### config.mk
export PLATFORM = sky130hd
export DESIGN_NAME = tism_irq
export DESIGN_NICKNAME = d
export VERILOG_FILES = /design/src/tism_pkg.sv /design/src/tism_irq.sv
export SDC_FILE = /design/constraint.sdc
export NUM_CORES = 1
export LEC_CHECK = 0
export BUFFER_PORTS_ARGS = -buffer_cell sky130_fd_sc_hd__buf_2
export CAP_MARGIN = 20
export CORE_MARGIN = 2
export CORE_UTILIZATION = 49
export DETAILED_ROUTE_END_ITERATION = 6
export PLACE_DENSITY = 0.78
export SKIP_CTS_REPAIR_TIMING = 1
export SYNTH_ARGS = -nofsm -noshare
export SYNTH_HDL_FRONTEND = slang
export SYNTH_SLANG_ARGS = --single-unit
### constraint.sdc
create_clock -name ref_clk -period 3 [get_ports ref_clk]
set_clock_uncertainty 0.1 [all_clocks]
set_input_delay 0.15 -clock ref_clk [delete_from_list [all_inputs] [get_ports ref_clk]]
set_output_delay 0.15 -clock ref_clk [all_outputs]
set_load 0.005 [all_outputs]
### src/tism_pkg.sv
package tism_pkg;
	// register offsets on the internal register port
	localparam logic [4:0] OFS_MASK_LO = 5'h08;
	localparam logic [4:0] OFS_MASK_HI = 5'h09;
	localparam logic [4:0] OFS_STAT_LO = 5'h0A;
	localparam logic [4:0] OFS_STAT_HI = 5'h0B;
	// status low bit positions
	localparam int BIT_INIT = 7;
	localparam int BIT_SEL_WAKE = 6;
	localparam int BIT_SLEEP_REQ = 5;
	localparam int BIT_RDR_WRITE = 4;
	localparam int BIT_RDR_READ = 3;
	localparam int BIT_RX_END = 2;
	localparam int BIT_TX_END = 1;
	localparam int BIT_FIELD_EXIT = 0;
	// status high bit positions
	localparam int BIT_RX_START = 7;
	localparam int BIT_FRAME_ERR = 6;
	localparam int BIT_PARITY_ERR = 5;
	localparam int BIT_CRC_ERR = 4;
	localparam int BIT_BUF_FAULT = 3;
	localparam int BIT_HOST_WR_DONE = 2;
	localparam int BIT_NVM_ACC_ERR = 1;
	localparam int BIT_ACC_CTRL_ERR = 0;
	// mask bits that take their default from the configuration block
	localparam logic [7:0] MASK_NVM_BITS = 8'h18;
	// fixed mask defaults for all other bits, then the status reset value
	localparam logic [7:0] MASK_LO_RESET = 8'h00;
	localparam logic [7:0] MASK_HI_RESET = 8'h00;
	localparam logic [7:0] STAT_RESET = 8'h00;
endpackage : tism_pkg

### src/tism_irq.sv
// Summary of operation
// - masked events still set status bits
// - mask lo at 08h, init..field exit
// - mask hi at 09h, rx start..access error
// - mask bits 4,3 default from config block
// - status lo bit7 on power-up/field/commands
// - status lo bit6 on selected entry
// - status lo bit5 on sleep request
// - status lo bit4 on reader write
// - status lo bit3 on reader read
// - status lo bit2 on buffered rx end
// - status lo bit1 on buffered tx end
// - status lo at 0Ah, bit0 field exit
// - status hi at 0Bh, bit7 buffered rx start
// - status hi bits 6,5,4 on rx errors
// - status hi bit3 on buffer fault
// - status hi bit2 on host write done
// - status hi bit1 on protected/missing write
// - status hi bit0 on access control abort
// - reading status clears it afterwards
// - power-up and set-default clear status
// - buffer under/overflow raise buffer fault
module tism_irq
	import tism_pkg::*;
(
	// clock and reset
	input wire logic ref_clk,
	input wire logic rst_n,
	// internal register port from the host serial interface
	input wire logic regSel,
	input wire logic regWrite,
	input wire logic [4:0] regAddr,
	input wire logic [7:0] regWdata,
	output logic [7:0] regRdata,
	output logic regRvalid,
	// configuration block and device commands
	input wire logic nvmCfgValid,
	input wire logic [7:0] nvm_mask_cfg_lo,
	input wire logic [7:0] nvm_mask_cfg_hi,
	input wire logic cmdSetDefault,
	// event pulses, one cycle each
	input wire logic evtInit,
	input wire logic evt_selected_wake,
	input wire logic evtSleepReq,
	input wire logic evt_reader_write,
	input wire logic evt_reader_read,
	input wire logic evtRxEnd,
	input wire logic evtTxEnd,
	input wire logic evtFieldExit,
	input wire logic evtRxStart,
	input wire logic evtFrameErr,
	input wire logic evtParityErr,
	input wire logic evtCrcErr,
	input wire logic evtBufUnderflow,
	input wire logic evtBufOverflow,
	input wire logic evtHostWrDone,
	input wire logic evtNvmAccErr,
	input wire logic evtAccCtrlErr,
	// qualifiers from the frame path
	input wire logic rxToBuffer,
	input wire logic txFromBuffer,
	// interrupt line toward the host, active high
	output logic irqOut
);
	typedef struct packed {
		logic [7:0] maskLo;
		logic [7:0] maskHi;
		logic [7:0] statLo;
		logic [7:0] statHi;
		logic [7:0] rdata;
		logic rvalid;
		logic irq;
	} tism_state_t;

	tism_state_t st;
	tism_state_t next_st;
	logic [7:0] setLo;
	logic [7:0] setHi;

	// merge a configuration byte into the nvm-loaded mask bits
	function automatic logic [7:0] tism_mask_dflt(
		input logic [7:0] fixedVal,
		input logic [7:0] cfg
	);
		tism_mask_dflt = (fixedVal & ~MASK_NVM_BITS) | (cfg & MASK_NVM_BITS);
	endfunction : tism_mask_dflt

	// event to bit mapping; masks never gate this path
	always_comb begin
		setLo = 8'h00;
		setHi = 8'h00;
		setLo[BIT_INIT] = evtInit;
		setLo[BIT_SEL_WAKE] = evt_selected_wake;
		setLo[BIT_SLEEP_REQ] = evtSleepReq;
		setLo[BIT_RDR_WRITE] = evt_reader_write;
		setLo[BIT_RDR_READ] = evt_reader_read;
		setLo[BIT_RX_END] = evtRxEnd & rxToBuffer;
		setLo[BIT_TX_END] = evtTxEnd & txFromBuffer;
		setLo[BIT_FIELD_EXIT] = evtFieldExit;
		setHi[BIT_RX_START] = evtRxStart & rxToBuffer;
		// errors flag only; the frame path still stores the data
		setHi[BIT_FRAME_ERR] = evtFrameErr;
		setHi[BIT_PARITY_ERR] = evtParityErr;
		setHi[BIT_CRC_ERR] = evtCrcErr;
		setHi[BIT_BUF_FAULT] = evtBufUnderflow | evtBufOverflow;
		setHi[BIT_HOST_WR_DONE] = evtHostWrDone;
		setHi[BIT_NVM_ACC_ERR] = evtNvmAccErr;
		setHi[BIT_ACC_CTRL_ERR] = evtAccCtrlErr;
	end

	// register port, status capture and interrupt line
	always_comb begin
		next_st = st;
		next_st.rvalid = 1'b0;
		// reads return the pre-clear value, then clear; set beats clear
		if (regSel && !regWrite) begin
			next_st.rvalid = 1'b1;
			unique case (regAddr)
				OFS_MASK_LO: next_st.rdata = st.maskLo;
				OFS_MASK_HI: next_st.rdata = st.maskHi;
				OFS_STAT_LO: begin
					next_st.rdata = st.statLo;
					next_st.statLo = STAT_RESET;
				end
				OFS_STAT_HI: begin
					next_st.rdata = st.statHi;
					next_st.statHi = STAT_RESET;
				end
				default: next_st.rdata = 8'h00;
			endcase
		end
		if (regSel && regWrite) begin
			if (regAddr == OFS_MASK_LO) begin
				next_st.maskLo = regWdata;
			end
			if (regAddr == OFS_MASK_HI) begin
				next_st.maskHi = regWdata;
			end
		end
		// set-default reloads mask bits 4,3 from config and clears status
		if (cmdSetDefault) begin
			next_st.statLo = STAT_RESET;
			next_st.statHi = STAT_RESET;
			next_st.maskLo = tism_mask_dflt(next_st.maskLo, nvm_mask_cfg_lo);
			next_st.maskHi = tism_mask_dflt(next_st.maskHi, nvm_mask_cfg_hi);
		end
		// configuration block arrives after power-up; load nvm bits
		if (nvmCfgValid) begin
			next_st.maskLo = tism_mask_dflt(next_st.maskLo, nvm_mask_cfg_lo);
			next_st.maskHi = tism_mask_dflt(next_st.maskHi, nvm_mask_cfg_hi);
		end
		// events set regardless of mask and win over any clear
		next_st.statLo = next_st.statLo | setLo;
		next_st.statHi = next_st.statHi | setHi;
		// line is registered alongside status, so it changes in the same cycle
		next_st.irq = |(next_st.statLo & ~next_st.maskLo)
			| |(next_st.statHi & ~next_st.maskHi);
	end

	// single state register; reset stands for power-up
	always_ff @(posedge ref_clk) begin
		if (!rst_n) begin
			st.maskLo <= MASK_LO_RESET;
			st.maskHi <= MASK_HI_RESET;
			st.statLo <= STAT_RESET;
			st.statHi <= STAT_RESET;
			st.rdata <= 8'h00;
			st.rvalid <= 1'b0;
			st.irq <= 1'b0;
		end else begin
			st <= next_st;
		end
	end

	assign regRdata = st.rdata;
	assign regRvalid = st.rvalid;
	assign irqOut = st.irq;
endmodule : tism_irq

[After elaboration in Yosys (flattened, before gate mapping)]
Index checks and enable logic that the tools add are counted.
Storage, ports and cells
  flip-flop bits (word level): 42
  input port bits: 54
Cells by class
  equal/unequal tests: 4
  mux-type cells: 9
  bitwise gates (word level): 15
  reduce and logical (&&, ||, !) cells: 5
Operator list (number)
  16-bit 2-to-1 mux: 2
  32-bit 2-to-1 mux: 1
  8-bit 2-to-1 mux: 4
  8-bit by 5-bit bitwise OR with 8-bit output: 4
  8-bit case mux with 4 select lines: 1
  25-bit 2-to-1 mux: 1
  5-bit by 4-bit equality test with 1-bit output, second input constant: 4
  8-bit AND: 2
  8-bit NOT: 2
  8-bit bitwise OR: 2
  8-bit OR reduction: 2
  1-bit AND: 3
  1-bit logical AND: 2
  1-bit bitwise OR: 2
  1-bit zero test: 1

[Longest topological paths before layout]
  word-level depth: 11
  depth in mapped cells: 8
  gate-level depth less buffers: 6

[Least setup slack after synthesis]
OpenSTA, ideal clock, no wires.
  kind: input to register
  from: in regAddr[1]
  to: reg st (netlist bit irqOut)
  arrival time: 1.903 ns
  data required time: 2.775 ns
  setup slack: 0.872 ns
  stages: 6
  buffers on the path: 0
  cells stage by stage: or4b_4 -> nor3_4 -> mux2_4 -> o22a_1 -> nand3_1 -> o41a_1
On the way
  longest elaborated chain between the ends: 11
  elaborated cells between the ends (all ways): 25
  classes of those cells: 4 x eq/ne; 8 x mux; 11 x bitwise; 2 x reduce/logical
RTL lines
  start, declared: RTL line tism_irq.sv:32  | input wire logic [4:0] regAddr,
  5-bit by 4-bit equality test with 1-bit output (on tied branches): RTL line tism_irq.sv:133, tism_irq.sv:136
  8-bit 2-to-1 mux (on tied branches): RTL line tism_irq.sv:133, tism_irq.sv:136
  16-bit 2-to-1 mux: RTL line tism_irq.sv:132  | if (regSel && regWrite) begin
  8-bit by 5-bit bitwise OR with 8-bit output: RTL line tism_irq.sv:85  | tism_mask_dflt = (fixedVal & ~MASK_NVM_BITS) | (cfg & MASK_NVM_BITS);
  32-bit 2-to-1 mux *: RTL line tism_irq.sv:141  | if (cmdSetDefault) begin
  8-bit by 5-bit bitwise OR with 8-bit output: RTL line tism_irq.sv:85
  16-bit 2-to-1 mux: RTL line tism_irq.sv:148  | if (nvmCfgValid) begin
  8-bit NOT (on tied branches): RTL line tism_irq.sv:156, tism_irq.sv:157
  8-bit AND (on tied branches): RTL line tism_irq.sv:156, tism_irq.sv:157
  8-bit OR reduction (on tied branches): RTL line tism_irq.sv:156, tism_irq.sv:157
  1-bit bitwise OR *: RTL line tism_irq.sv:157  | | |(next_st.statHi & ~next_st.maskHi);
  end signal, assigned: RTL line tism_irq.sv:171  | st <= next_st;
  end, declared: RTL line tism_irq.sv:75  | tism_state_t st;
Every way passes the cells marked *; elsewhere a longest branch is shown, timed or not.
A chain may end at the register's enable or synchronous reset.

[Worst setup path in the final report]
  from: in regAddr[2]
  to: reg st (netlist bit irqOut)
The elaborated chain is that of the path after synthesis.

==> reports/results.ini <==
[drt]
vias=1620
drt_iter0_markers=67
drc=0
avgViaCountPerCell=5.44
drt-pass1-iter-count=4
wl_per_cell_microns=14.8
ant_nets=0
wl_microns=4400

[floorplan]
dieHeight_microns=65.6
boundaryPins=64
core_sq_um=3660
die_area_sq_um=4310
fp.dieW_microns=65.6
fp-row-count=22
initial_core_util_pct=50.9

[critical_path]
slowest_delay_ns=0.49
crit_path_end_kind=flip-flop
startpoint_type=input pin
regToRegSetupSlack_ns=1.50
critical_path.endpoint=irqOut
critPathLaunch=regAddr[2]
cp_max_fo=8
crit_path_top_delay_cell=a41oi_1
crit_type=in -> reg
crit_required_ns=3.08
crit_chain=buf_2 > nor4bb_1 > a41oi_1 > a21o_1 > a22oi_1 > nand3_1 > o41a_1
arrival_ns=2.36
worst_r2r_endpoint=irqOut
reg2reg_from=st[11]
reg2reg_depth=4

[power_and_ir_drop]
leakagePower_nw=0.941
power_density_nw_per_um2=502
ir_drop_uv=424

[grt]
first_global_vias=1449
grt_usage_pct=21.7
grt_max_degree=26
overflow=0
antenna_found_initial=0
grt_pass1_wl_microns=6830

[timing]
period_minus_slack_ns=2.28
finalHoldViolations=3
fmax_mhz=438
hold_ws_ns=-0.0124
slew_headroom_pct=39.2
fin_tns_setup_ns=0
finalCritPeriodShare_pct=76.0
worstMarginPinSlew_ns=0.901
rsz0062_at_grt=false
fin_ws_ns=0.719
finalSetupViolCount=0
slew_violations=0

[clock_network]
cts.sinks=42
cts_tree=done
h-tree-depth=2
clk_pin_slew_ns=0.07
clock_tree.root_cell=clkbuf_8
cts_inserted_buffers=5
clock_latency_ns=0.30
clk_path_buf_depth=2

[synthesis]
synthTopCellsByCount=dfxtp_1, nor2_1, a22oi_1
synth_top_area_share_pct=45.2
synth_area_per_cell_sq_um=9.40
synth_area_sq_um=1860
synth_cell_types=33
synth.most_common_cell=dfxtp_1
ys_async_sr_fraction_pct=0
yosys.area.top_type=dfxtp_1
synthesis.nets=252
ys.flop_type=dfxtp_1
synth_top_cells_by_area=dfxtp_1, a22oi_1, mux2i_1
seq_area_frac_synth_pct=45.2
ys_seq_elements=42
ys.warnings.count=0
synth_cells=198
synth_edf_count=0

[place]
place_ws_ns=0.464
gp_congestion=0.841
dp_hpwl_microns=3220
io_buffer_count=51

[run]
drv_cap=0

[layout]
finalNetCount=303
layout-drive-gt1-share_pct=26.8
areaGrowthSynthToFinish_pct=21.8
diodes=0

[run_status]
outcome=complete, but fails checks
violations=negative hold slack

[hold_path]
hold_class=in -> reg

-- metal layers --
layer / global-route usage (%) / wire, microns / part of all wire (%)
met4: 12.5 / 134 / 3.0
met3: 4.11 / 191 / 4.3
met5: 0 / 0 / 0
met2: 34.7 / 2080 / 47
met1: 27.3 / 2000 / 45
-- per-stage QoR --
| step | area (sq um) | util [%] | hold slack (ns) | power, W | cells |
|---|---|---|---|---|---|
| floorplan | 1860 | - | 0.172 | 0.000655 | 198 |
| global placement | 2120 | 57.9 | 0.278 | 0.000707 | 286 |
| detailed placement | 2120 | 57.9 | 0.287 | 0.000709 | 286 |
| CTS | 2230 | 60.8 | -0.0195 | 0.00114 | 294 |
| global route | 2270 | 61.9 | 0.000227 | 0.00118 | 298 |
| finish | 2270 | 61.9 | -0.0124 | 0.00114 | 298 |
-- final cells by class --
class,count,area [sq um]
inverters,2,7.51
fillers,322,1390
clock inverters,1,30.0
flip-flops and latches,42,841
multi-input cells,139,927
clock buffers,7,76.3
well taps,48,60.1
repair buffers,59,325
-- cells by family after synthesis --
kind of cell    synth area share [%]
compound gates                  23.4
simple gates                    17.4
buf+inv                         5.04
flops                           45.2
mux                             9.00
-- registers in the layout, indices dropped and copies added, names as in the netlist --
signal,cells
irqOut,1
regRdata,8
regRvalid,1
st,32
-- placed cells by master, fill, tap and decap left out, drive strengths merged --
cell type / Yosys / layout
o211ai: 1 / 1
nor3: 1 / 1
mux2i: 13 / 13
o21ai: 8 / 8
clkinv: 1 / 1
clkbuf: 6 / 7
a22oi: 28 / 28
a211oi: 1 / 1
a22o: 3 / 3
a21oi: 11 / 11
nor2: 31 / 31
and2: 18 / 18
inv: 1 / 1
dfxtp: 42 / 42
nand3: 2 / 2
nor3b: 1 / 1
bufinv: 0 / 1
o22a: 1 / 1
nor4bb: 1 / 1
buf: 9 / 55
o41a: 1 / 1
nor4b: 2 / 2
a21o: 6 / 6
or4b: 1 / 1
dlygate4sd3: 0 / 4
o22ai: 1 / 1
a41oi: 1 / 1
mux2: 3 / 3
o221ai: 1 / 1
nand2: 3 / 3
-- critical path, delay by kind of cell --
kind	cells	cell delay, ns
buf+inv	1	0.13
simple gates	2	0.58
compound gates	4	1.49
-- report_power, final --
part           total (W)  internal [W]  switching, W
clock network   0.000436      0.000249      0.000187
logic           0.000114     0.0000532     0.0000605
registers       0.000588      0.000577     0.0000110
total            0.00114      0.000879      0.000259
-- worst min path at each step --
stage,slack [ns],to,cells past startpoint,start
after floorplan,0.17,st[10],1,rst_n
after global placement,0.28,st[18],3,evtFieldExit
after detailed placement,0.29,st[15],3,evtParityErr
after CTS,-0.02,st[25],3,evtInit
after global routing,0.0002,st[14],3,evtCrcErr
final,-0.01,st[18],3,evtFieldExit
No activity file was read; power rests on OpenSTA's default activity.
